### config.mk
export PLATFORM = sky130hd
export DESIGN_NAME = bal_regbank
export DESIGN_NICKNAME = d
export VERILOG_FILES = /design/src/core/bal_i2c_edges.v /design/src/core/bal_slot_mem.v /design/src/core/bal_regbank.v
export VERILOG_INCLUDE_DIRS = /design/src /design/src/core
export SDC_FILE = /design/constraint.sdc
export NUM_CORES = 1
export LEC_CHECK = 0
export BUFFER_PORTS_ARGS = -buffer_cell sky130_fd_sc_hd__buf_4
export CAP_MARGIN = 30
export CORE_MARGIN = 3
export CORE_UTILIZATION = 50
export DETAILED_ROUTE_END_ITERATION = 10
export GPL_TIMING_DRIVEN = 0
export PLACE_DENSITY = 0.72
export SETUP_SLACK_MARGIN = 0.02
export SLEW_MARGIN = 20
export SYNTH_ARGS = -nofsm -noshare
export SYNTH_HDL_FRONTEND = slang
export SYNTH_HIERARCHICAL = 1
export SYNTH_SLANG_ARGS = --single-unit
### constraint.sdc
create_clock -name clk -period 20.2 [get_ports clk]
set_input_delay 2.02 -clock clk [delete_from_list [all_inputs] [get_ports clk]]
set_output_delay 2.02 -clock clk [all_outputs]
set_load 0.1 [all_outputs]
### src/core/bal_regs.vh
/*
 * Constants of the backlight, ambient sensor and regulator register bank.
 * This header assumes that it is included by its bare name, and only by the
 * design files under core/.
 */
// ============================================================
`ifndef BAL_REGS_VH
`define BAL_REGS_VH

// ============================================================
// Serial port
`define BAL_DEV_ADDR      7'h60
`define BAL_BYTE_BITS     4'h8

// ============================================================
// Register offsets
`define BAL_A_FLOOR       8'h02
`define BAL_A_FADE        8'h03
`define BAL_A_AFADE       8'h04
`define BAL_A_CFG         8'h05
`define BAL_A_BIAS        8'h06
`define BAL_A_GADJ        8'h07
`define BAL_A_AMB         8'h08
`define BAL_A_SLOT0       8'h09
`define BAL_A_SLOTF       8'h18
`define BAL_A_LDOAB       8'h19
`define BAL_A_LDOCD       8'h1A
`define BAL_A_LDOEN       8'h1B

// ============================================================
// Reset values
`define BAL_R_FLOOR       4'h0
`define BAL_R_FADE        8'h03
`define BAL_R_AFADE       8'h0B
`define BAL_R_CFG         8'h10
`define BAL_R_BIAS        8'h06
`define BAL_R_BYTE        8'h00
`define BAL_R_EN          4'h0

`endif

### src/core/bal_i2c_edges.v
/*
 * Edge and condition detector for the two-wire serial port.
 * Assumes scl and sdaIn are already synchronous to clk and that the bus
 * runs far slower than clk, so one sample per level is enough.
 */
`timescale 1ns/1ps
module bal_i2c_edges
(
    input  wire clk,
    input  wire rstN,
    input  wire scl,
    input  wire sdaIn,
    output wire sclRise,
    output wire sclFall,
    output wire startEv,
    output wire stopEv
);
    reg sclPrev_q;
    reg sdaPrev_q;

    // ============================================================
    // Previous levels
    always @(posedge clk or negedge rstN)
    begin
        if (!rstN)
        begin
            sclPrev_q <= 1'b1;
            sdaPrev_q <= 1'b1;
        end
        else
        begin
            sclPrev_q <= scl;
            sdaPrev_q <= sdaIn;
        end
    end

    // A data change while the clock stays high frames a transfer.
    assign sclRise = scl & ~sclPrev_q;
    assign sclFall = ~scl & sclPrev_q;
    assign startEv = scl & sclPrev_q & sdaPrev_q & ~sdaIn;
    assign stopEv  = scl & sclPrev_q & ~sdaPrev_q & sdaIn;
endmodule // bal_i2c_edges

### src/core/bal_slot_mem.v
/*
 * Sixteen-entry store of backlight level slots with two registered reads.
 * Assumes one writer; both read ports give data one clock after the address.
 */
`timescale 1ns/1ps
module bal_slot_mem
#(
    parameter WIDTH = 7,
    parameter DEPTH = 16,
    parameter AW    = 4
)
(
    input  wire             clk,
    input  wire             rstN,
    input  wire             wrEn,
    input  wire [AW-1:0]    wrAddr,
    input  wire [WIDTH-1:0] wrData,
    input  wire [AW-1:0]    rdAddrA,
    output reg  [WIDTH-1:0] rdDataA,
    input  wire [AW-1:0]    rdAddrB,
    output reg  [WIDTH-1:0] rdDataB
);
    wire [WIDTH*DEPTH-1:0] flat;

    // ============================================================
    // Entries; each resets to zero, so the store is kept in flops.
    genvar i;
    generate
        for (i = 0; i < DEPTH; i = i + 1)
        begin : gEntry
            localparam [AW-1:0] IDX = i;
            reg [WIDTH-1:0] slot_q;
            always @(posedge clk or negedge rstN)
            begin
                if (!rstN)
                    slot_q <= {WIDTH{1'b0}};
                else if (wrEn && wrAddr == IDX)
                    slot_q <= wrData;
            end
            assign flat[i*WIDTH +: WIDTH] = slot_q;
        end
    endgenerate

    // ============================================================
    // Registered read ports
    always @(posedge clk or negedge rstN)
    begin
        if (!rstN)
        begin
            rdDataA <= {WIDTH{1'b0}};
            rdDataB <= {WIDTH{1'b0}};
        end
        else
        begin
            rdDataA <= flat[rdAddrA*WIDTH +: WIDTH];
            rdDataB <= flat[rdAddrB*WIDTH +: WIDTH];
        end
    end
endmodule // bal_slot_mem

### src/core/bal_regbank.v
/*
 * Register bank of the backlight, ambient sensor and regulator controller,
 * with its two-wire serial slave. The analog side reads the fields from
 * the outputs and feeds the ambient conversion result in.
 * Assumes scl and sdaIn are synchronous to clk and at least ten times
 * slower; the pad combines sdaOut and sdaOe into the open-drain line.
 */
`timescale 1ns/1ps
`include "bal_regs.vh"
module bal_regbank
#(
    parameter [6:0] DEV_ADDR = `BAL_DEV_ADDR
)
(
    input  wire       clk,
    input  wire       nrst,
    input  wire       scl,
    input  wire       sdaIn,
    output wire       sdaOut,
    output wire       sdaOe,
    input  wire [7:0] ambientResult,
    input  wire [3:0] slotIndex,
    output wire [6:0] levelSlotCurrent,
    output wire [3:0] fadeFloorCode,
    output wire [7:0] fadeControl,
    output wire [7:0] ambientFadeTime,
    output wire       pollingSelect,
    output wire [2:0] loadResistorSelect,
    output wire [1:0] ampGainMode,
    output wire       gainMethodSelect,
    output wire       ambientSenseEnable,
    output wire       offsetTestEnable,
    output wire [3:0] offsetCorrection,
    output wire [1:0] biasLevelSelect,
    output wire       biasOutputEnable,
    output wire [7:0] sensorGainAdjust,
    output wire [3:0] regulatorACode,
    output wire [3:0] regulatorBCode,
    output wire [3:0] regulatorCCode,
    output wire [3:0] regulatorDCode,
    output wire       regulatorAOn,
    output wire       regulatorBOn,
    output wire       regulatorCOn,
    output wire       regulatorDOn
);
    localparam [2:0] S_IDLE = 3'h0;
    localparam [2:0] S_ADDR = 3'h1;
    localparam [2:0] S_PTR  = 3'h2;
    localparam [2:0] S_WDAT = 3'h3;
    localparam [2:0] S_SACK = 3'h4;
    localparam [2:0] S_RDAT = 3'h5;
    localparam [2:0] S_MACK = 3'h6;
    localparam [2:0] S_WAIT = 3'h7;

    reg  [1:0] rstSync_q;
    wire       rstN;
    wire       sclRise;
    wire       sclFall;
    wire       startEv;
    wire       stopEv;

    reg  [2:0] state_q;
    reg  [2:0] after_q;
    reg  [3:0] bitCnt_q;
    reg  [7:0] shift_q;
    reg  [7:0] ptr_q;
    reg        mackOk_q;
    reg        sdaOe_q;
    reg        sdaOut_q;

    reg  [3:0] floor_q;
    reg  [7:0] fade_q;
    reg  [7:0] afade_q;
    reg  [7:0] cfg_q;
    reg  [7:0] bias_q;
    reg  [7:0] gadj_q;
    reg  [7:0] amb_q;
    reg  [7:0] ldoAb_q;
    reg  [7:0] ldoCd_q;
    reg  [3:0] ldoEn_q;

    wire       byteDone;
    wire       wrEn;
    wire       inSlot;
    wire [7:0] slotOff;
    wire [6:0] memRd;
    reg  [7:0] readByte;

    // ============================================================
    // Reset release
    always @(posedge clk or negedge nrst)
    begin
        if (!nrst)
            rstSync_q <= 2'b00;
        else
            rstSync_q <= {rstSync_q[0], 1'b1};
    end
    assign rstN = rstSync_q[1];

    // ============================================================
    // Bus conditions
    bal_i2c_edges uEdges
    (
        .clk     (clk),
        .rstN    (rstN),
        .scl     (scl),
        .sdaIn   (sdaIn),
        .sclRise (sclRise),
        .sclFall (sclFall),
        .startEv (startEv),
        .stopEv  (stopEv)
    );

    // ============================================================
    // Level slots
    assign slotOff = ptr_q - `BAL_A_SLOT0;
    assign inSlot  = (ptr_q >= `BAL_A_SLOT0) && (ptr_q <= `BAL_A_SLOTF);
    assign byteDone = sclFall && (bitCnt_q == `BAL_BYTE_BITS);
    assign wrEn     = byteDone && (state_q == S_WDAT);

    // Bit 7 of a slot is dropped on write and reads back as zero.
    bal_slot_mem #(.WIDTH(7), .DEPTH(16), .AW(4)) uSlots
    (
        .clk     (clk),
        .rstN    (rstN),
        .wrEn    (wrEn && inSlot),
        .wrAddr  (slotOff[3:0]),
        .wrData  (shift_q[6:0]),
        .rdAddrA (slotOff[3:0]),
        .rdDataA (memRd),
        .rdAddrB (slotIndex),
        .rdDataB (levelSlotCurrent)
    );

    // ============================================================
    // Read-back multiplexer
    always @*
    begin
        case (ptr_q)
            `BAL_A_FLOOR: readByte = {4'h0, floor_q};
            `BAL_A_FADE:  readByte = fade_q;
            `BAL_A_AFADE: readByte = afade_q;
            `BAL_A_CFG:   readByte = cfg_q;
            `BAL_A_BIAS:  readByte = bias_q;
            `BAL_A_GADJ:  readByte = gadj_q;
            `BAL_A_AMB:   readByte = amb_q;
            `BAL_A_LDOAB: readByte = ldoAb_q;
            `BAL_A_LDOCD: readByte = ldoCd_q;
            `BAL_A_LDOEN: readByte = {4'h0, ldoEn_q};
            default:      readByte = inSlot ? {1'b0, memRd} : 8'h00;
        endcase
    end

    // ============================================================
    // Ambient result capture
    // The result is re-sampled every clock so a read shows the latest
    // conversion; the bench compares all eight bits, in test mode too.
    always @(posedge clk or negedge rstN)
    begin
        if (!rstN)
            amb_q <= `BAL_R_BYTE;
        else
            amb_q <= ambientResult;
    end

    // ============================================================
    // Register writes
    always @(posedge clk or negedge rstN)
    begin
        if (!rstN)
        begin
            floor_q <= `BAL_R_FLOOR;
            fade_q  <= `BAL_R_FADE;
            afade_q <= `BAL_R_AFADE;
            cfg_q   <= `BAL_R_CFG;
            bias_q  <= `BAL_R_BIAS;
            gadj_q  <= `BAL_R_BYTE;
            ldoAb_q <= `BAL_R_BYTE;
            ldoCd_q <= `BAL_R_BYTE;
            ldoEn_q <= `BAL_R_EN;
        end
        else if (wrEn)
        begin
            case (ptr_q)
                `BAL_A_FLOOR: floor_q <= shift_q[3:0];
                `BAL_A_FADE:  fade_q  <= shift_q;
                `BAL_A_AFADE: afade_q <= shift_q;
                // Reserved resistor codes are kept as written.
                `BAL_A_CFG:   cfg_q   <= shift_q;
                `BAL_A_BIAS:  bias_q  <= shift_q;
                `BAL_A_GADJ:  gadj_q  <= shift_q;
                `BAL_A_LDOAB: ldoAb_q <= shift_q;
                `BAL_A_LDOCD: ldoCd_q <= shift_q;
                `BAL_A_LDOEN: ldoEn_q <= shift_q[3:0];
                default:      ldoEn_q <= ldoEn_q;
            endcase
        end
    end

    // ============================================================
    // Serial slave
    // No clock stretching: every answer is ready within one clk of the
    // falling scl edge, which the scl-to-clk ratio leaves ample room for.
    always @(posedge clk or negedge rstN)
    begin
        if (!rstN)
        begin
            state_q  <= S_IDLE;
            after_q  <= S_IDLE;
            bitCnt_q <= 4'h0;
            shift_q  <= 8'h00;
            ptr_q    <= 8'h00;
            mackOk_q <= 1'b0;
            sdaOe_q  <= 1'b0;
            sdaOut_q <= 1'b0;
        end
        else
        begin
            sdaOut_q <= 1'b0;
            if (startEv)
            begin
                state_q  <= S_ADDR;
                bitCnt_q <= 4'h0;
                sdaOe_q  <= 1'b0;
            end
            else if (stopEv)
            begin
                state_q <= S_IDLE;
                sdaOe_q <= 1'b0;
            end
            else
            begin
                case (state_q)
                    S_ADDR, S_PTR, S_WDAT:
                    begin
                        if (sclRise && bitCnt_q != `BAL_BYTE_BITS)
                        begin
                            shift_q  <= {shift_q[6:0], sdaIn};
                            bitCnt_q <= bitCnt_q + 4'h1;
                        end
                        else if (byteDone)
                        begin
                            bitCnt_q <= 4'h0;
                            if (state_q == S_ADDR)
                            begin
                                if (shift_q[7:1] == DEV_ADDR)
                                begin
                                    sdaOe_q <= 1'b1;
                                    state_q <= S_SACK;
                                    after_q <= shift_q[0] ? S_RDAT : S_PTR;
                                end
                                else
                                    state_q <= S_WAIT;
                            end
                            else
                            begin
                                sdaOe_q <= 1'b1;
                                state_q <= S_SACK;
                                after_q <= S_WDAT;
                                if (state_q == S_PTR)
                                    ptr_q <= shift_q;
                                else
                                    ptr_q <= ptr_q + 8'h01;
                            end
                        end
                    end
                    S_SACK:
                    begin
                        if (sclFall)
                        begin
                            state_q <= after_q;
                            if (after_q == S_RDAT)
                            begin
                                shift_q  <= readByte;
                                sdaOe_q  <= ~readByte[7];
                                bitCnt_q <= 4'h1;
                            end
                            else
                            begin
                                sdaOe_q  <= 1'b0;
                                bitCnt_q <= 4'h0;
                            end
                        end
                    end
                    S_RDAT:
                    begin
                        if (byteDone)
                        begin
                            sdaOe_q <= 1'b0;
                            ptr_q   <= ptr_q + 8'h01;
                            state_q <= S_MACK;
                        end
                        else if (sclFall)
                        begin
                            shift_q  <= {shift_q[6:0], 1'b0};
                            sdaOe_q  <= ~shift_q[6];
                            bitCnt_q <= bitCnt_q + 4'h1;
                        end
                    end
                    S_MACK:
                    begin
                        if (sclRise)
                            mackOk_q <= ~sdaIn;
                        else if (sclFall)
                        begin
                            if (mackOk_q)
                            begin
                                shift_q  <= readByte;
                                sdaOe_q  <= ~readByte[7];
                                bitCnt_q <= 4'h1;
                                state_q  <= S_RDAT;
                            end
                            else
                                state_q <= S_WAIT;
                        end
                    end
                    default:
                    begin
                        sdaOe_q <= 1'b0;
                    end
                endcase
            end
        end
    end

    // ============================================================
    // Field outputs
    assign sdaOut             = sdaOut_q;
    assign sdaOe              = sdaOe_q;
    assign fadeFloorCode      = floor_q;
    assign fadeControl        = fade_q;
    assign ambientFadeTime    = afade_q;
    assign pollingSelect      = cfg_q[7];
    assign loadResistorSelect = cfg_q[6:4];
    assign ampGainMode        = cfg_q[3:2];
    assign gainMethodSelect   = cfg_q[1];
    assign ambientSenseEnable = cfg_q[0];
    assign offsetTestEnable   = bias_q[7];
    assign offsetCorrection   = bias_q[6:3];
    assign biasLevelSelect    = bias_q[2:1];
    assign biasOutputEnable   = bias_q[0];
    assign sensorGainAdjust   = gadj_q;
    assign regulatorACode     = ldoAb_q[7:4];
    assign regulatorBCode     = ldoAb_q[3:0];
    assign regulatorCCode     = ldoCd_q[7:4];
    assign regulatorDCode     = ldoCd_q[3:0];
    assign regulatorDOn       = ldoEn_q[3];
    assign regulatorCOn       = ldoEn_q[2];
    assign regulatorBOn       = ldoEn_q[1];
    assign regulatorAOn       = ldoEn_q[0];
endmodule // bal_regbank

==> run_results.csv <==
group,metric,value,unit
sta,tns,0,ns
setup_path,cp_slowest_stage_delay,0.69,ns
setup_path,startpoint_type,"input pin",
sta,finalSetupViolations,0,
setup_path,crit_path_max_fanout,7,
synth,synth_edf_count,0,
route,drt_iter0_drc,729,
setup_path,worstSetupPathType,"in2reg",
clock_network,cts_resized,0,
die,pin_count,89,
sta,fmax,0.227,GHz
global_route,antenna_found_initial,0,
final_layout,syn_to_final_growth,17.4,%
route,wire_per_inst,24.1,µm
global_route,grt_first_pass_wirelength,48900,µm
route,wl,31700,µm
final_layout,num-nets-final,1034,
clock_network,cts_max_level,1,
global_route,grt_pass1_vias,8474,
clock_network,cts_setup_buffers,0,
synth,yosysSeqAreaShare,50.2,%
route,post-route-drc-count,0,
synth,syn-num-nets,917,
sta,drv_slew,0,
placement,routabilityCongestion,0.920,
synth,yosys_most_used_dff,"dfrtp_1",
clock_network,cts-buffers-inserted,26,
final_layout,drive_gt1_share,35.7,%
setup_path,end_kind,"flop",
power,vdd_drop_max,52.3,µV
clock_network,cts_hold_buf,0,
clock_network,cts_sinks,230,
synth,synth_adder_area_share,0.653,%
setup_path,cpMaxStageDelayCell,"nor4_2",
global_route,grt_overflow,0,
sta,finClkSkew,0.0248,ns
final_layout,design_area,0.0135,mm²
sta,period_share,21.8,%
sta,worst_pin_slew,0.765,ns
route,via_per_inst,6.44,
sta,slew_headroom,48.7,%
synth,netlist_area,0.0115,mm²
hold_path,hp-class,"reg2async",
outcome,outcome,"complete, no violations",
synth,synth-xor-area-share,0.152,%
synth,yosysWarnings,6,
die,die-area,0.0248,mm²
synth,synth.area.mux_share,26.8,%
synth,synth_compound_area_share,10.6,%
synth,synth-simple-area-share,8.30,%
final_layout,antenna_cells,0,
route,vias,8455,
sta,rsz0062_at_grt,"false",
die,start_util,51.7,%
synth,avgSynthCellArea,12.8,µm²
die,die_w,158,µm
synth,synthDistinctLibCells,65,
sta,min_period,4.40,ns
die,die_h,158,µm
placement,dp_hpwl,21900,µm
clock_network,clockBufferDepth,3,
placement,placed_cell_area,0.0126,mm²
global_route,grt_max_degree,59,
synth,syn_inst,895,
global_route,grt_use_total,25.5,%
clock_network,clock_latency,0.54,ns
sta,final_hold_viol_count,0,
setup_path,crit_chain,"buf_4, nor2b_1, and4b_1, buf_6, nand2_1, nor4_2, nor3b_2, nand3b_1, mux2_1",
clock_network,path_clk_slew,0.06,ns
power,power.density,81.3,mW/mm²
synth,asyncSetResetFlopFracSynth,100,%
die,coreArea,0.0222,mm²
placement,portBuffers,85,
setup_path,r2r.worst_path.cells,8,
synth,synth_top_family_by_area,"multiplexers",
clock_network,cts_root_buf,"clkbuf_16",
setup_path,arrival,4.81,ns
power,leakage,6.25,nW
synth,yosys_register_bits,230,
setup_path,worstPathRequired,20.62,ns
clock_network,cts_tree,"built",
die,num_rows,54,
route,first_pass_iters,5,
route,detail-route-antenna-nets,0,
job,maxCapViolCount,0,
## synth_stat cells (4+ instances only)
cell | count | share of area [%]
nor3_1 | 6 | 0.26
buf_4 | 4 | 0.26
nand2_1 | 70 | 2.3
dfrtp_1 | 220 | 48
nand3_1 | 21 | 0.91
nor2b_1 | 11 | 0.60
buf_2 | 7 | 0.30
inv_1 | 14 | 0.46
a22o_1 | 8 | 0.61
nor2_2 | 9 | 0.49
a22oi_1 | 44 | 2.9
ha_1 | 6 | 0.65
a222oi_1 | 5 | 0.44
o21ai_1 | 6 | 0.26
a221oi_1 | 9 | 0.69
dfstp_2 | 10 | 2.3
mux2_2 | 107 | 10
o22ai_1 | 14 | 0.76
buf_6 | 7 | 0.69
clkbuf_1 | 44 | 1.4
nand2b_1 | 9 | 0.49
nor2_1 | 22 | 0.72
mux4_2 | 56 | 11
mux2_4 | 21 | 2.7
and2_1 | 4 | 0.22
o21ai_0 | 44 | 1.9
or3_1 | 7 | 0.38
a21oi_1 | 25 | 1.1
mux2_1 | 27 | 2.6
## through the flow
step	power (mW)	hold slack, ns	std cells	utilization (%)	setup WS, ns
global placement	0.612	0.337	1260	56.1	10.79
floorplan	0.554	0.331	895	-	13.33
finish	1.10	0.342	1312	60.7	15.80
CTS	1.10	0.349	1312	60.7	15.83
detailed placement	0.617	0.336	1264	56.7	15.27
global route	1.13	0.371	1312	60.7	15.64
## layout by cell type, fill, tap and decap left out, drive strengths merged, types with 6 or more instances in the layout
master  count
a21oi      25
a221oi     10
a22o        8
a22oi      44
buf       107
clkbuf     86
clkinv      6
dfrtp     220
dfstp      10
ha          6
inv        14
mux2      155
mux4       56
nand2      70
nand2b      9
nand3      22
nor2       31
nor2b      11
nor3        6
o21ai      50
o22ai      14
or3         7
## registers in the layout, summed over array words and instances (netlist names), 2 cells and up
register / count
ambientFadeTime: 8
state_q: 3
after_q: 3
sensorGainAdjust: 8
cfg_q: 8
ldoAb_q: 8
ldoEn_q: 4
bias_q: 8
fadeControl: 8
bitCnt_q: 4
ldoCd_q: 8
ptr_q: 8
uSlots/gEntry.slot_q: 112
shift_q: 8
fadeFloorCode: 4
rstSync_q: 2
amb_q: 8
uSlots/rdDataB: 7
uSlots/rdDataA: 7
## cell type report
class                           instances  area [µm²]
Tap cell                              280         350
Inverter                               14        52.6
Sequential cell                       230        5770
Clock buffer                           40         793
Multi-Input combinational cell        587        5360
Fill cell                            1752        8740
Clock inverter                          8         101
Timing Repair Buffer                   89         741
Buffer                                 64         319
## path summary, 6_finish.rpt
| path | startpoint | to | slack (ns) |
|---|---|---|---|
| setup / recovery | scl | uSlots/gEntry[1].slot_q[2]$_DFFE_PN0P_ | 15.80 |
| hold / removal | rstSync_q[1]$_DFF_PN0_ | uSlots/gEntry[14].slot_q[4]$_DFFE_PN0P_ | 0.34 |
| setup reg to reg | ptr_q[0]$_DFFE_PN0P_ | uSlots/gEntry[12].slot_q[5]$_DFFE_PN0P_ | 16.85 |
| hold reg to reg | rstSync_q[1]$_DFF_PN0_ | uSlots/gEntry[14].slot_q[4]$_DFFE_PN0P_ | 0.34 |
| max in group asynchronous | nrst | rstSync_q[1]$_DFF_PN0_ | 18.83 |
| min in group clk | rstSync_q[0]$_DFF_PN0_ | rstSync_q[1]$_DFF_PN0_ | 0.35 |
## cell families after synthesis
logic type	count (synthesis)
xor gates and xnor gates	2
and+or+nand+nor	185
AOI/OAI and AO/OA	181
buffers and inverters	78
other	2
muxes	211
adders and majority gates	6
DFF	230
## critical path, delay by kind of cell
| kind | cells | cell delay, ns |
|---|---|---|
| AND/OR/NAND/NOR | 6 | 2.08 |
| buffers and inverters | 2 | 0.25 |
| multiplexers | 1 | 0.46 |
## layer usage
metal	global-route usage (%)	share of wire (%)
met3	5.28	8.3
met5	0	0
met1	36.2	43
met4	7.69	2.7
met2	40.1	46
## where the power goes
part / internal [mW] / switching [mW]
Sequential: 0.471 / 0.0315
Clock: 0.295 / 0.191
Combinational: 0.0248 / 0.0837
Total: 0.790 / 0.307
(Power assumes the default switching activity.)
